==> config.mk <==
export PLATFORM = sky130hd
export DESIGN_NAME = pmc_top
export DESIGN_NICKNAME = d
export VERILOG_FILES = /design/src/rtl/pmc_pkg.sv /design/src/rtl/pmc_sync.sv /design/src/rtl/pmc_top.sv /design/src/rtl/pmc_wake.sv
export SDC_FILE = /design/constraint.sdc
export NUM_CORES = 1
export LEC_CHECK = 0
export BUFFER_PORTS_ARGS = -buffer_cell sky130_fd_sc_hd__buf_2
export CAP_MARGIN = 25
export CORE_MARGIN = 4
export CORE_UTILIZATION = 35
export DETAILED_ROUTE_END_ITERATION = 7
export RECOVER_POWER = 50
export SLEW_MARGIN = 40
export SYNTH_ARGS = -nofsm -noshare
export SYNTH_HDL_FRONTEND = slang
export SYNTH_SLANG_ARGS = --single-unit
==> constraint.sdc <==
create_clock -name ref_clk -period 2 [get_ports ref_clk]
set_input_delay 0.1 -clock ref_clk [delete_from_list [all_inputs] [get_ports ref_clk]]
set_output_delay 0.1 -clock ref_clk [all_outputs]
set_load 0.01 [all_outputs]
==> src/rtl/pmc_pkg.sv <==
// Package of constants and carriers for the power mode control block
package pmc_pkg;

    // ----------------------------------------------------------------
    // Register map
    // ----------------------------------------------------------------
    localparam logic [7:0] PMC_PCR_ADDR    = 8'h87;
    localparam logic [7:0] PMC_PCR_RESET   = 8'h00;
    localparam int         PMC_IDLE_BIT    = 0;
    localparam int         PMC_STOP_BIT    = 1;
    localparam int         PMC_FLAG_LO     = 2;
    localparam int         PMC_FLAG_HI     = 6;
    localparam int         PMC_BAUD_BIT    = 7;
    localparam int         PMC_FLAG_W      = 5;

    // ----------------------------------------------------------------
    // Timing
    // ----------------------------------------------------------------
    localparam int         PMC_CLK_NS      = 100;
    localparam int         PMC_DET_US      = 100;
    localparam int         PMC_DET_CYC     = (PMC_DET_US * 1000) / PMC_CLK_NS;
    localparam int         PMC_IRQ_W       = 16;

    // ----------------------------------------------------------------
    // Carriers
    // ----------------------------------------------------------------
    typedef struct packed {
        logic       wr;
        logic       rd;
        logic [7:0] addr;
        logic [7:0] wdata;
        logic       insn_done;
    } pmc_sfr_req_t;

    typedef enum logic [1:0] {
        PMC_RUN,
        PMC_IDLE,
        PMC_STOP
    } pmc_mode_t;

endpackage

==> src/rtl/pmc_sync.sv <==
// Two-flop synchroniser for asynchronous reset sources
`timescale 1ns/1ps
module pmc_sync (
    input  wire logic ref_clk,
    input  wire logic sys_rst,
    input  wire logic din,
    output logic      dout
);
    logic meta;

    always_ff @(posedge ref_clk or posedge sys_rst) begin
        if (sys_rst) begin
            meta <= 1'b0;
            dout <= 1'b0;
        end else begin
            meta <= din;
            dout <= meta;
        end
    end
endmodule

==> src/rtl/pmc_top.sv <==
// Power mode control: idle and stop modes, power control register
`timescale 1ns/1ps

module pmc_top #(
    parameter int IRQ_W   = pmc_pkg::PMC_IRQ_W,
    parameter int DET_CYC = pmc_pkg::PMC_DET_CYC
) (
    input  wire logic                       ref_clk,
    input  wire logic                       sys_rst,
    input  wire pmc_pkg::pmc_sfr_req_t      sfr_req,
    output logic [7:0]                      sfr_rdata,
    output logic                            sfr_rvalid,
    input  wire logic [IRQ_W-1:0]           irq_pending,
    input  wire logic [IRQ_W-1:0]           irq_enable,
    input  wire logic                       ext_rst_n,
    input  wire logic                       watchdog_timer_rst,
    input  wire logic                       missing_clock_detector_en,
    output logic                            cpu_clk_en,
    output logic                            periph_clk_en,
    output logic                            osc_en,
    output logic                            core_rst,
    output logic [15:0]                     reset_vector,
    output logic                            idle_wake_irq,
    output logic                            baud_doubler,
    output logic [pmc_pkg::PMC_FLAG_W-1:0]  general_flags,
    output pmc_pkg::pmc_mode_t              mode
);
    import pmc_pkg::*;

    // ----------------------------------------------------------------
    // Input conditioning
    // ----------------------------------------------------------------
    logic ext_rst_s;
    logic watchdog_rst_s;
    logic wake;

    pmc_sync u_ext_sync (
        .ref_clk (ref_clk),
        .sys_rst (sys_rst),
        .din     (~ext_rst_n),
        .dout    (ext_rst_s)
    );

    pmc_sync u_dog_sync (
        .ref_clk (ref_clk),
        .sys_rst (sys_rst),
        .din     (watchdog_timer_rst),
        .dout    (watchdog_rst_s)
    );

    pmc_wake #(
        .IRQ_W (IRQ_W)
    ) u_wake (
        .ref_clk     (ref_clk),
        .sys_rst     (sys_rst),
        .irq_pending (irq_pending),
        .irq_enable  (irq_enable),
        .wake        (wake)
    );

    // ----------------------------------------------------------------
    // Missing clock detector model
    // ----------------------------------------------------------------
    // The real detector sees the oscillator die; here stop time is
    // counted and the timeout stands in for the detection.
    logic [31:0] det_cnt;
    logic [31:0] next_det_cnt;
    logic        det_fire;

    always_comb begin
        next_det_cnt = 32'h0;
        if (mode == PMC_STOP && missing_clock_detector_en && !det_fire) begin
            next_det_cnt = det_cnt + 32'h1;
        end
    end

    always_ff @(posedge ref_clk or posedge sys_rst) begin
        if (sys_rst) begin
            det_cnt <= 32'h0;
        end else begin
            det_cnt <= next_det_cnt;
        end
    end

    assign det_fire = (mode == PMC_STOP) && missing_clock_detector_en && (det_cnt >= 32'(DET_CYC - 1));

    // ----------------------------------------------------------------
    // Register and mode state
    // ----------------------------------------------------------------
    logic                  any_rst;
    logic                  pcr_wr;
    logic                  idle_req;
    logic                  stop_req;
    pmc_mode_t             next_mode;
    logic                  next_baud;
    logic [PMC_FLAG_W-1:0] next_flags;
    logic                  next_idle_req;
    logic                  next_stop_req;
    logic                  next_wake_irq;
    logic                  next_core_rst;
    logic [7:0]            next_rdata;
    logic                  next_rvalid;

    assign any_rst = ext_rst_s | watchdog_rst_s | det_fire;
    assign pcr_wr  = sfr_req.wr && (sfr_req.addr == PMC_PCR_ADDR);

    always_comb begin
        next_mode     = mode;
        next_baud     = baud_doubler;
        next_flags    = general_flags;
        next_idle_req = idle_req;
        next_stop_req = stop_req;
        next_wake_irq = 1'b0;
        next_core_rst = 1'b0;
        next_rvalid   = sfr_req.rd && (sfr_req.addr == PMC_PCR_ADDR);
        next_rdata    = 8'h00;
        if (next_rvalid) begin
            next_rdata[PMC_BAUD_BIT]          = baud_doubler;
            next_rdata[PMC_FLAG_HI:PMC_FLAG_LO] = general_flags;
            // Select bits never read back
        end
        if (pcr_wr && mode == PMC_RUN) begin
            next_baud     = sfr_req.wdata[PMC_BAUD_BIT];
            next_flags    = sfr_req.wdata[PMC_FLAG_HI:PMC_FLAG_LO];
            next_idle_req = sfr_req.wdata[PMC_IDLE_BIT];
            next_stop_req = sfr_req.wdata[PMC_STOP_BIT];
        end
        case (mode)
            PMC_RUN: begin
                // Entry waits for the writing instruction to retire
                if (sfr_req.insn_done && (next_stop_req || next_idle_req)) begin
                    next_mode     = next_stop_req ? PMC_STOP : PMC_IDLE;
                    next_idle_req = 1'b0;
                    next_stop_req = 1'b0;
                end
            end
            PMC_IDLE: begin
                if (any_rst) begin
                    next_mode     = PMC_RUN;
                    next_core_rst = 1'b1;
                end else if (wake) begin
                    next_mode     = PMC_RUN;
                    next_wake_irq = 1'b1;
                end
            end
            PMC_STOP: begin
                // Interrupts ignored here; only resets leave
                if (any_rst) begin
                    next_mode     = PMC_RUN;
                    next_core_rst = 1'b1;
                end
            end
            default: begin
                next_mode = PMC_RUN;
            end
        endcase
        if (mode == PMC_RUN && any_rst) begin
            // Reset wins over a retiring entry; the core must not sleep mid-reset
            next_mode     = PMC_RUN;
            next_core_rst = 1'b1;
            next_idle_req = 1'b0;
            next_stop_req = 1'b0;
        end
        if (next_core_rst) begin
            next_baud  = 1'b0;
            next_flags = '0;
        end
    end

    always_ff @(posedge ref_clk or posedge sys_rst) begin
        if (sys_rst) begin
            mode          <= PMC_RUN;
            baud_doubler  <= 1'b0;
            general_flags <= '0;
            idle_req      <= 1'b0;
            stop_req      <= 1'b0;
            idle_wake_irq <= 1'b0;
            core_rst      <= 1'b1;
            sfr_rdata     <= PMC_PCR_RESET;
            sfr_rvalid    <= 1'b0;
        end else begin
            mode          <= next_mode;
            baud_doubler  <= next_baud;
            general_flags <= next_flags;
            idle_req      <= next_idle_req;
            stop_req      <= next_stop_req;
            idle_wake_irq <= next_wake_irq;
            core_rst      <= next_core_rst;
            sfr_rdata     <= next_rdata;
            sfr_rvalid    <= next_rvalid;
        end
    end

    // ----------------------------------------------------------------
    // Clock gating outputs
    // ----------------------------------------------------------------
    always_ff @(posedge ref_clk or posedge sys_rst) begin
        if (sys_rst) begin
            cpu_clk_en    <= 1'b1;
            periph_clk_en <= 1'b1;
            osc_en        <= 1'b1;
            reset_vector  <= 16'h0000;
        end else begin
            cpu_clk_en    <= (next_mode == PMC_RUN);
            periph_clk_en <= (next_mode != PMC_STOP);
            osc_en        <= (next_mode != PMC_STOP);
            reset_vector  <= 16'h0000;
        end
    end

    // ----------------------------------------------------------------
    // Checks
    // ----------------------------------------------------------------
    AST_IDLE_WAITS: assert property (@(posedge ref_clk) disable iff (sys_rst)
        (mode == PMC_RUN && !sfr_req.insn_done) |=> mode == PMC_RUN)
        else $error("Mode left run before instruction completed");

    AST_IDLE_GATES: assert property (@(posedge ref_clk) disable iff (sys_rst)
        (mode == PMC_IDLE) |=> (!cpu_clk_en && periph_clk_en) || mode != PMC_IDLE)
        else $error("Idle clock gating wrong");

    AST_WAKE_IRQ: assert property (@(posedge ref_clk) disable iff (sys_rst)
        (mode == PMC_IDLE && wake && !any_rst) |=> (mode == PMC_RUN && idle_wake_irq && cpu_clk_en))
        else $error("Interrupt did not wake idle");

    AST_RST_IDLE: assert property (@(posedge ref_clk) disable iff (sys_rst)
        (mode == PMC_IDLE && any_rst) |=> (core_rst && mode == PMC_RUN && reset_vector == 16'h0000))
        else $error("Reset did not end idle");

    AST_DOG_IDLE: assert property (@(posedge ref_clk) disable iff (sys_rst)
        (mode == PMC_IDLE && watchdog_rst_s) |=> core_rst)
        else $error("Watchdog did not reset in idle");

    AST_STOP_NO_IRQ: assert property (@(posedge ref_clk) disable iff (sys_rst)
        (mode == PMC_STOP && !any_rst) |=> (mode == PMC_STOP && !osc_en))
        else $error("Stop left without reset");

    AST_DET_END: assert property (@(posedge ref_clk) disable iff (sys_rst)
        det_fire |=> (mode == PMC_RUN && core_rst))
        else $error("Detector did not end stop");

    AST_SEL_ZERO: assert property (@(posedge ref_clk) disable iff (sys_rst)
        sfr_rvalid |-> sfr_rdata[1:0] == 2'b00)
        else $error("Select bits read nonzero");

    AST_FLAG_WR: assert property (@(posedge ref_clk) disable iff (sys_rst)
        (pcr_wr && mode == PMC_RUN && !any_rst) |=> general_flags == $past(sfr_req.wdata[PMC_FLAG_HI:PMC_FLAG_LO]))
        else $error("Flags not stored");

    AST_BAUD_WR: assert property (@(posedge ref_clk) disable iff (sys_rst)
        (pcr_wr && mode == PMC_RUN && !any_rst) |=> baud_doubler == $past(sfr_req.wdata[PMC_BAUD_BIT]))
        else $error("Baud doubler not stored");

    AST_RD_FLAGS: assert property (@(posedge ref_clk) disable iff (sys_rst)
        sfr_rvalid |-> sfr_rdata[PMC_FLAG_HI:PMC_FLAG_LO] == $past(general_flags))
        else $error("Flags read back wrong");

    AST_REFUSE_WR: assert property (@(posedge ref_clk) disable iff (sys_rst)
        (pcr_wr && mode != PMC_RUN && !any_rst) |=> ($stable(general_flags) && $stable(baud_doubler)))
        else $error("Register changed while asleep");

    AST_STOP_ENTRY: assert property (@(posedge ref_clk) disable iff (sys_rst)
        (mode == PMC_RUN && pcr_wr && sfr_req.wdata[PMC_STOP_BIT] && sfr_req.insn_done && !any_rst) |=> mode == PMC_STOP)
        else $error("Stop not entered");

    AST_STOP_CLKS: assert property (@(posedge ref_clk) disable iff (sys_rst)
        (mode == PMC_STOP) |-> (!cpu_clk_en && !periph_clk_en && !osc_en))
        else $error("Clock running in stop");

    AST_RUN_RST: assert property (@(posedge ref_clk) disable iff (sys_rst)
        (mode == PMC_RUN && any_rst) |=> (mode == PMC_RUN && core_rst))
        else $error("Sleep entered during reset");

    AST_RST_CLEARS: assert property (@(posedge ref_clk) disable iff (sys_rst)
        any_rst |=> (general_flags == '0 && !baud_doubler))
        else $error("Register not cleared by reset");

    COV_IDLE_WAKE:  cover property (@(posedge ref_clk) disable iff (sys_rst) mode == PMC_IDLE ##1 idle_wake_irq);
    COV_STOP_DET:   cover property (@(posedge ref_clk) disable iff (sys_rst) det_fire);
    COV_IDLE_DOG:   cover property (@(posedge ref_clk) disable iff (sys_rst) mode == PMC_IDLE && watchdog_rst_s);
    COV_STOP_EXT:   cover property (@(posedge ref_clk) disable iff (sys_rst) mode == PMC_STOP && ext_rst_s);
    COV_REFUSED_WR: cover property (@(posedge ref_clk) disable iff (sys_rst) pcr_wr && mode == PMC_STOP);
endmodule

==> src/rtl/pmc_wake.sv <==
// Wake condition: OR of pending and enabled interrupt requests
`timescale 1ns/1ps
module pmc_wake #(
    parameter int IRQ_W = 16
) (
    input  wire logic             ref_clk,
    input  wire logic             sys_rst,
    input  wire logic [IRQ_W-1:0] irq_pending,
    input  wire logic [IRQ_W-1:0] irq_enable,
    output logic                  wake
);
    logic next_wake;

    always_comb begin
        next_wake = |(irq_pending & irq_enable);
    end

    always_ff @(posedge ref_clk or posedge sys_rst) begin
        if (sys_rst) begin
            wake <= 1'b0;
        end else begin
            wake <= next_wake;
        end
    end
endmodule
Word level (Yosys, flattened, before mapping)
Index checks and enable logic that the tools add are counted.
Widths: inputs -> output; s select.
- $add $sub $neg: 1
- eq/ne operators: 4
- $lt $le $gt $ge: 1
- mux-type cells: 27
- bitwise logic cells: 4
- reduce and logical (&&, ||, !) cells: 15
- operator list (cell ; count):
    $add 32x1->32 const B ; 1
    $ge 32x10->1 const B ; 1
    $mux 32 ; 1
    $and 16x16->16 ; 1
    $mux 1 ; 16
    $reduce_or 16->1 ; 1
    $mux 2 ; 6
    $mux 5 ; 2
    $eq 8x8->1 const B ; 1
    $logic_and 1x1->1 ; 8
    $mux 6 ; 1
    $pmux 2 s3 ; 1
    $logic_not 2->1 ; 2
    $eq 2x1->1 const B ; 1
    $eq 2x2->1 const B ; 1
    $ne 2x2->1 const B ; 1
    $or 1x1->1 ; 2
    $reduce_bool 2->1 ; 1
    $reduce_or 2->1 ; 1
    $logic_not 1->1 ; 1
    $logic_or 1x1->1 ; 1
    $not 1->1 ; 1
- logic and storage cells: 69
- register bits: 58
- bits of input ports: 56
- output and inout bits: 38

Longest topological paths before layout
Gate-level depths: netlist of run 1.
- depth in word-level cells: 10
- mapped depth: 8
- mapped depth without buffers: 8

Hierarchy
Synthesis of run 1 repeated with hierarchy kept, for this count alone.
- cell total of the unflattened synthesis: 206
- area, all modules: 2456.1 um^2
- by module, submodules not included (module ; area an instance (um^2) ; times used ; cells an instance ; seq. area each (um^2)):
    pmc_top ; 2218.4 ; 1 ; 189 ; 1330.0
    pmc_wake ; 130.1 ; 1 ; 11 ; 25.0
    pmc_sync ; 53.8 ; 2 ; 3 ; 50.0

Worst setup path before layout of run 1
Ideal clock, no wire load.
- kind: flip-flop to flip-flop
- from: register mode[0]
- to: register mode[1]
- period minus slack after synthesis: 1.754 ns
- data required time: 1.881 ns
- library setup time: 0.119 ns
- stages on the path, launching flop included: 9
- buffers on the path: 1
- slack: 0.246 ns
- data arrival time: 1.635 ns
- cells stage by stage: dfrtp_1 -> inv_1 -> ha_1 -> nand4_1 -> buf_2 -> mux2i_1 -> o2111ai_1 -> o21ai_1 -> and2_1
- word-level cells in the longest chain between the ends: 8
- elaborated cells between the ends (all ways): 18
- classes of those cells: eq/ne: 2; mux: 8; bitwise: 1; reduce/logical: 7
- RTL lines (what ; line ; RTL):
    start, declared ; pmc_top.sv:26 ; output pmc_pkg::pmc_mode_t mode
    start signal, assigned ; pmc_top.sv:182 ; mode <= next_mode;
    $logic_not 2->1 ; pmc_top.sv:122, pmc_top.sv:128, pmc_top.sv:157 ;
    $logic_and 1x1->1 ; pmc_top.sv:122 ; if (pcr_wr && mode == PMC_RUN) begin
    $mux 1 ; pmc_top.sv:122 ;
    $logic_or 1x1->1 ; pmc_top.sv:131 ; if (sfr_req.insn_done && (next_stop_req || next_idle_req)) begin
    $logic_and 1x1->1 ; pmc_top.sv:131 ;
    $mux 2 ; pmc_top.sv:131 ;
    $pmux 2 s3 ; pmc_top.sv:128 ; case (mode)
    $mux 2 (*) ; pmc_top.sv:157 ; if (mode == PMC_RUN && any_rst) begin
    named net next_mode[1] ; pmc_top.sv:94 ; pmc_mode_t next_mode;
Mark *: on every way through the listed nets, which the timed path passes. The rest lies on a longest branch.
A chain may end at the register's enable or synchronous reset.

Worst setup path after layout of run 1
- from: register det_cnt[31]
- to: register mode[0]
- word-level cells in the longest chain between the ends: 6
- elaborated cells between the ends (all ways): 8
- classes of those cells: order compare: 1; mux: 4; bitwise: 1; reduce/logical: 2
- RTL lines (what ; line ; RTL):
    start, declared ; pmc_top.sv:66 ; logic [31:0] det_cnt;
    start signal, assigned ; pmc_top.sv:81 ; det_cnt <= next_det_cnt;
    $ge 32x10->1 (*) ; pmc_top.sv:85 ; assign det_fire = (mode == PMC_STOP) && missing_clock_detector_en && (det_cnt >= 32'(DET_CYC - 1));
    $logic_and 1x1->1 (*) ; pmc_top.sv:85 ;
    $or 1x1->1 (*) ; pmc_top.sv:104 ; assign any_rst = ext_rst_s | watchdog_rst_s | det_fire;
    $mux 2 (on tied branches) ; pmc_top.sv:148, pmc_top.sv:138 ;
    $pmux 2 s3 ; pmc_top.sv:128 ;
    $mux 2 (*) ; pmc_top.sv:157 ;
    named net next_mode[0] ; pmc_top.sv:94 ;
Marked as above.

==> metrics.log, run 1 <==
[metrics] outcome: finished clean
[metrics] initial DRC count: 24
[metrics] leftover overflow at the end of global routing: 0
[metrics] number of cells traversed by the worst register-to-register path: 6
[metrics] flop2flop setup slack: 0.17 ns
[metrics] sequential element share of the synthesized area: 0.602
[metrics] Syn Area/Cell: 12.0 um2
[metrics] final hold vios: 0
[metrics] Cells after Synth: 201
[metrics] fin crit share: 0.917
[metrics] Syn Std Cell Area: 2420 um2
[metrics] Min-Delay Path Class: in2reg
[metrics] number of nets in the final layout: 379
[metrics] final core utilization: 0.473
[metrics] Synth Warn #: 0
[metrics] leading register cell type out of synthesis: sky130_fd_sc_hd__dfrtp_1
[metrics] Port Buf Inserts: 75
[metrics] setup repair bufs after CTS: 0
[metrics] vias in the first global route: 1767
[metrics] antenna violations before repair: 0
[metrics] post-route minimum period: 1.83 ns
[metrics] pre-CTS WS: 0.149 ns
[metrics] #FFs+latches synth: 58
[metrics] relative area change from synthesis to final layout: 32.3%
[metrics] power density over the cells: 757 nW/um2
[metrics] clock buffer count from CTS: 9
[metrics] Synth async-reset ratio: 1.00
[metrics] die area: 8300 um2
[metrics] I/O pins: 94
[metrics] post-detailed-route via-to-cell ratio: 4.34
[metrics] final worst-path setup slack: 0.166 ns
[metrics] Crit Path Category: reg2reg
[metrics] Max-Slew Margin vs Limit: 0.470
[metrics] number of instances on the worst hold path: 3
[metrics] switching part of the total power: 0.235
[metrics] routed len/inst: 11.1 um
[metrics] Slowest-stage cell, CP: sky130_fd_sc_hd__nor4b_4
[metrics] number of enable-type register cells in the synthesized netlist: 0
[metrics] fraction of final layout cells with drive strength greater than 1: 0.322
[metrics] starting density of the core: 0.358
[metrics] number of search-and-repair iterations in the first detailed-routing pass: 4
[metrics] Hold Worst Slack: 0.00999 ns
[metrics] accumulated negative setup slack: 0 ns
[metrics] share of total power in sequential cells: 0.500
[metrics] highest-count cells in the layout ignoring fill and taps: sky130_fd_sc_hd__buf_2 (75), sky130_fd_sc_hd__dfrtp_1 (55), sky130_fd_sc_hd__conb_1 (40)
[metrics] CTS HTree Levels: 3
[metrics] most common cell after layout, fill and taps aside: sky130_fd_sc_hd__buf_2
[metrics] static leakage power: 1.60 nW
[metrics] endpoint type of the worst setup path: flop
[metrics] pin slew with the least headroom to its limit: 0.795 ns
[metrics] maximum count of clock buffers along a single path: 2
[metrics] skew final: 0.0102 ns
[metrics] remaining routing DRC violations: 0
[metrics] final RePlAce weighted congestion: 0.761
[metrics] MaxCap Viol Count: 0
[metrics] GRT Resource Usage Total: 0.121
[metrics] launching element type of the critical path: flop
[metrics] maximum clock frequency: 0.545 GHz
[metrics] final-report setup violation count: 0
[metrics] post-route antenna net violation count: 0
[metrics] core region area: 6760 um2
[metrics] clock latency on the worst-skew pair: 0.34 ns
[metrics] TritonCTS clock tree: built
[metrics] peak ir drop on the vdd network: 0.376 mV
[metrics] worst stage delay on the critical path: 0.38 ns
[metrics] start of the worst register-to-register path: det_cnt[31]
[metrics] final routed wirelength across all metal layers: 4.49 mm
[metrics] switching power: 570 uW
[metrics] number of pins with negative max-slew slack in the final report: 0
[metrics] worst reg2reg path endpoint: mode[0]
[metrics] synth unique cells: 40
[metrics] global-route wire length before repair: 7.82 mm
[metrics] clock transition at the registers of the reported paths: 0.07 ns
[metrics] dpl cell area: 2930 um2
[metrics] final antenna diode count: 0
[metrics] count of standard-cell rows: 30
[metrics] Non-Filler Cell Area, Final: 3200 um2
[metrics] largest fanout on the critical path: 4
[metrics] Clock Power Share: 0.441
[metrics] total number of vias: 1750
[metrics] cell at the root of the clock tree: sky130_fd_sc_hd__clkbuf_8
[metrics] end point of the worst hold path: baud_doubler
[metrics] Sinks on Clock Net: 58
[metrics] largest net degree at the start of global routing: 27
[metrics] horizontal die dimension: 91.1 um
[metrics] die height: 91.1 um
[metrics] CP required: 2.27 ns
[metrics] internal power summed over all cells: 1.85 mW
[metrics] ordered cell list for the critical path: nor4_1 -> nand4_1 -> nor4b_4 -> o21ai_2 -> a21oi_2 -> and2_1
[metrics] critical path arrival: 2.10 ns
[metrics] startpoint of the worst hold path: sfr_req[8]
[metrics] RSZ-0062 raised after global routing: no
[metrics] fraction of power consumed by combinational cells: 0.059
[metrics] HPWL after DPL: 3.53 mm
==> cell usage after synthesis, drive strengths merged, types with 3 or more instances <==
library cell,n,area share
and2,8,0.021
nand3,7,0.017
mux2i,10,0.041
nand4,3,0.0078
nand2,11,0.017
nor2,26,0.040
dfstp,3,0.033
xor2,4,0.014
xnor2,4,0.014
ha,5,0.026
buf,20,0.061
inv,5,0.0078
dfrtp,55,0.57
a221oi,4,0.014
nor4,5,0.013
a22o,4,0.014
o21ai,8,0.018
==> final cells by class <==
cell class | count | area [um2]
clock buffers | 9 | 124
fillers | 635 | 3560
clock inverters | 7 | 78.8
well taps | 80 | 100
repair buffers | 88 | 489
inverters | 5 | 18.8
flip-flops and latches | 58 | 1460
multi-input cells | 156 | 932
==> critical path, delay by kind of cell, from the launching register on <==
kind             cells  cell delay [ns]
AO/OA/AOI/OAI        2             0.32
flip-flops           1             0.37
AND/OR/NAND/NOR      4             1.08
==> power by group through the flow <==
stage               registers [mW]  logic (mW)  clock network [mW]
floorplan                     1.23      0.0883                   0
global route                  1.21       0.165                1.16
detailed placement            1.23       0.138                   0
CTS                           1.21       0.153                1.10
global placement              1.23       0.136                   0
finish                        1.21       0.143                1.07
==> metrics by stage <==
| stage | power [mW] | cells |
|---|---|---|
| 2_1_floorplan | 1.32 | 240 |
| 3_3_place_gp | 1.37 | 378 |
| 3_5_place_dp | 1.37 | 378 |
| 4_1_cts | 2.47 | 404 |
| 5_1_grt | 2.54 | 403 |
| 6_report | 2.42 | 403 |
==> routing by layer <==
layer	global-route usage	wire length, um	vias up
met5	0	0	-
met4	0.0641	76	0
met3	0.0447	311	6
met2	0.198	2240	57
met1	0.138	1860	821
li1	-	-	866
==> cells by family (layout without fill, tap and decap cells) <==
logic type,Yosys count,after routing,synth area share
simple gates,69,69,0.153
compound gates,23,23,0.0719
flops,58,58,0.602
fa+ha+maj,5,5,0.0259
other cells,1,40,0.00155
buf+inv,26,109,0.0704
xor+xnor,8,8,0.0290
mux,11,11,0.0461
==> worst max-delay path by stage <==
stage / startpoint / end / slack, ns / cells after the start
after global placement: det_cnt[21] / mode[1] / 0.21 / 6
after floorplan: mode[0] / mode[1] / 0.25 / 8
after global routing: det_cnt[31] / mode[1] / 0.001 / 6
after detailed placement: det_cnt[31] / mode[1] / 0.15 / 6
final: det_cnt[31] / mode[0] / 0.17 / 6
after CTS: irq_enable[14] / u_wake.wake / 0.06 / 6
==> state kept, by name, summed over array words and instances, names as in the netlist, 2 cells and up <==
register       flops
det_cnt           32
general_flags      5
mode               2
sfr_rdata          6
==> repair_timing <==
item,CTS,global route
endpoints found under the hold margin,22,0
hold buffers,10,0
setup endpoints to repair,0,1
gates resized for setup,0,0
(Power assumes the default switching activity.)
==> run 2, diff against run 1 <==
- BUFFER_PORTS_ARGS: -buffer_cell sky130_fd_sc_hd__buf_2 -> not set
- DONT_BUFFER_PORTS: not set -> 1
==> metrics.log, run 2 (synthesis results as in run 1) <==
[metrics] outcome: finished clean
[metrics] critical path arrival: 2.15 ns (+0.05 ns)
[metrics] final hold vios: 0 (unchanged)
[metrics] sum of internal, switching and leakage power: 2.46 mW (+1.7%)
[metrics] pin slew with the least headroom to its limit: 1.12 ns (+0.327 ns)
[metrics] core region area: 6760 um2 (unchanged)
[metrics] Non-Filler Cell Area, Final: 2900 um2 (-9.3%)
[metrics] relative area change from synthesis to final layout: 20.0%
[metrics] CTS HTree Levels: 3 (unchanged)
[metrics] clock latency on the worst-skew pair: 0.32 ns (-0.02 ns)
[metrics] HPWL after DPL: 3.32 mm (-6.0%)
[metrics] dominant cell type by count on the critical path: sky130_fd_sc_hd__dlygate4sd3_1
[metrics] post-route antenna net violation count: 0 (unchanged)
[metrics] clock transition at the registers of the reported paths: 0.06 ns (about the same)
[metrics] Max-Slew Margin vs Limit: 0.252 (-0.218)
[metrics] post-detailed-route via-to-cell ratio: 4.62 (+6.4%)
[metrics] cell at the root of the clock tree: sky130_fd_sc_hd__clkbuf_8
[metrics] largest net degree at the start of global routing: 50 (+85%)
[metrics] final antenna diode count: 0 (unchanged)
[metrics] start of the worst register-to-register path: det_cnt[21]
[metrics] maximum count of clock buffers along a single path: 2 (unchanged)
[metrics] worst stage delay on the critical path: 0.59 ns (+0.21 ns)
[metrics] total number of vias: 1538 (-12%)
[metrics] starting density of the core: 0.358 (unchanged)
[metrics] Sinks on Clock Net: 58 (unchanged)
[metrics] number of search-and-repair iterations in the first detailed-routing pass: 4 (unchanged)
[metrics] number of pins with negative max-slew slack in the final report: 0 (unchanged)
[metrics] remaining routing DRC violations: 0 (unchanged)
[metrics] Crit Path Category: in2reg
[metrics] largest fanout on the critical path: 1 (-3)
[metrics] initial DRC count: 54 (+130%)
[metrics] number of flip-flops under the largest register name: 32 (unchanged)
[metrics] registers with the highest flip-flop counts: det_cnt (32), sfr_rdata (6), general_flags (5)
[metrics] final routed wirelength across all metal layers: 4.36 mm (-2.9%)
[metrics] I/O pins: 94 (unchanged)
[metrics] share of total power in sequential cells: 0.493 (-0.007)
[metrics] Port Buf Inserts: 0 (-100%)
[metrics] worst reg2reg path endpoint: general_flags[3]
[metrics] launching element type of the critical path: input port
[metrics] endpoint type of the worst setup path: flop
[metrics] Min-Delay Path Class: in2reg
[metrics] accumulated negative setup slack: 0 ns (unchanged)
[metrics] # fillers: 642 (+1.1%)
[metrics] static leakage power: 1.33 nW (-17%)
[metrics] startpoint of the worst hold path: sfr_req[17]
[metrics] peak ir drop on the vdd network: 0.414 mV (+10%)
[metrics] Clock Power Share: 0.468 (+0.027)
[metrics] fraction of final layout cells with drive strength greater than 1: 0.115 (-0.207)
[metrics] fraction of power consumed by combinational cells: 0.039 (-0.020)
[metrics] number of instances on the worst hold path: 1 (-2)
[metrics] Slowest-stage cell, CP: sky130_fd_sc_hd__dlygate4sd3_1
[metrics] power density over the cells: 848 nW/um2 (+12%)
[metrics] routed len/inst: 13.1 um (+18%)
[metrics] pre-CTS WS: 0.101 ns (-0.0480 ns)
[metrics] flop2flop setup slack: 0.15 ns (-0.02 ns)
[metrics] TritonCTS clock tree: built
[metrics] final worst-path setup slack: 0.0574 ns (-0.109 ns)
[metrics] die area: 8300 um2 (unchanged)
[metrics] highest-count cells in the layout ignoring fill and taps: sky130_fd_sc_hd__dfrtp_1 (55), sky130_fd_sc_hd__conb_1 (40), sky130_fd_sc_hd__nor2_1 (26)
[metrics] setup repair bufs after CTS: 0 (unchanged)
[metrics] MaxCap Viol Count: 0 (unchanged)
[metrics] ordered cell list for the critical path: dlygate4sd3_1 -> a221oi_1 -> dlygate4sd3_1 -> nand4_1 -> dlygate4sd3_1
[metrics] CP required: 2.20 ns (-0.07 ns)
[metrics] final core utilization: 0.429 (-0.0439)
[metrics] skew final: 0.00643 ns (-0.00380 ns)
[metrics] end point of the worst hold path: sfr_rvalid
[metrics] final RePlAce weighted congestion: 0.733 (-3.8%)
[metrics] antenna violations before repair: 0 (unchanged)
[metrics] internal power summed over all cells: 1.97 mW (+6.5%)
[metrics] count of standard-cell rows: 30 (unchanged)
[metrics] post-route minimum period: 1.94 ns (+0.109 ns)
[metrics] GRT Resource Usage Total: 0.114 (-0.00753)
[metrics] die height: 91.1 um (unchanged)
[metrics] dpl cell area: 2550 um2 (-13%)
[metrics] RSZ-0062 raised after global routing: no
[metrics] final-report setup violation count: 0 (unchanged)
[metrics] leftover overflow at the end of global routing: 0 (unchanged)
[metrics] maximum clock frequency: 0.515 GHz (-5.6%)
[metrics] most common cell after layout, fill and taps aside: sky130_fd_sc_hd__dfrtp_1
[metrics] number of nets in the final layout: 309 (-18%)
[metrics] horizontal die dimension: 91.1 um (unchanged)
[metrics] global-route wire length before repair: 7.35 mm (-6.1%)
[metrics] number of cells traversed by the worst register-to-register path: 6 (unchanged)
[metrics] register bank with the most flops: det_cnt
[metrics] vias in the first global route: 1560 (-12%)
[metrics] clock buffer count from CTS: 9 (unchanged)
[metrics] fin crit share: 0.971 (+0.0544)
[metrics] switching power: 489 uW (-14%)
[metrics] switching part of the total power: 0.199 (-0.0366)
run 2: area by class of cell:
class	instances	area (um2)	area share
clock buffers	11	141	0.0487
flip-flops and latches	58	1460	0.502
multi-input cells	156	938	0.323
inverters	5	18.8	0.00647
clock inverters	5	77.6	0.0267
well taps	80	100	0.0345
repair buffers	18	170	0.0586
run 2: how the worst max path moves through the flow:
| stage | startpoint | end | slack (ns) | cells after the start |
|---|---|---|---|---|
| 2_1_floorplan | mode[0] | mode[1] | 0.25 | 8 |
| 3_3_place_gp | det_cnt[23] | mode[1] | 0.15 | 6 |
| 3_5_place_dp | det_cnt[23] | general_flags[3] | 0.10 | 6 |
| 4_1_cts | det_cnt[23] | general_flags[3] | 0.07 | 6 |
| 5_1_grt | sys_rst | det_cnt[7] | 0.01 | 3 |
| 6_report | irq_enable[6] | u_wake.wake | 0.06 | 5 |
run 2: worst max-delay path: cells and delay by family:
kind                   cells  cell delay, ns
AOI/OAI and AO/OA          1            0.28
buffers and inverters      3            1.69
and+or+nand+nor            1            0.07
run 2: metrics by stage:
| step | hold slack, ns | instances |
|---|---|---|
| final | 0.0260 | 333 |
| after global routing | 0.00592 | 333 |
| after CTS | 0.00386 | 333 |
| after detailed placement | -0.0805 | 302 |
| after global placement | -0.0800 | 302 |
| after floorplan | 0.131 | 240 |
run 2: what timing repair did:
action	4_1_cts	5_1_grt
setup endpoints to repair	0	7
hold buffers	15	0
gates resized for setup	0	1
endpoints found under the hold margin	66	0
run 2: routing by layer:
| metal | share of wire | vias to the layer above | global-route usage |
|---|---|---|---|
| met4 | 0.018 | 0 | 0.0465 |
| met2 | 0.51 | 68 | 0.181 |
| li1 | - | 730 | - |
| met3 | 0.075 | 8 | 0.0572 |
| met1 | 0.40 | 732 | 0.130 |
| met5 | 0 | - | 0 |
run 2: power by group through the flow:
stage	Clock, mW	Sequential (mW)	Combinational (mW)
after floorplan	0	1.23	0.0883
after global placement	0	1.23	0.0781
after detailed placement	0	1.23	0.0785
after CTS	1.19	1.21	0.102
after global routing	1.24	1.22	0.114
final	1.15	1.21	0.0970
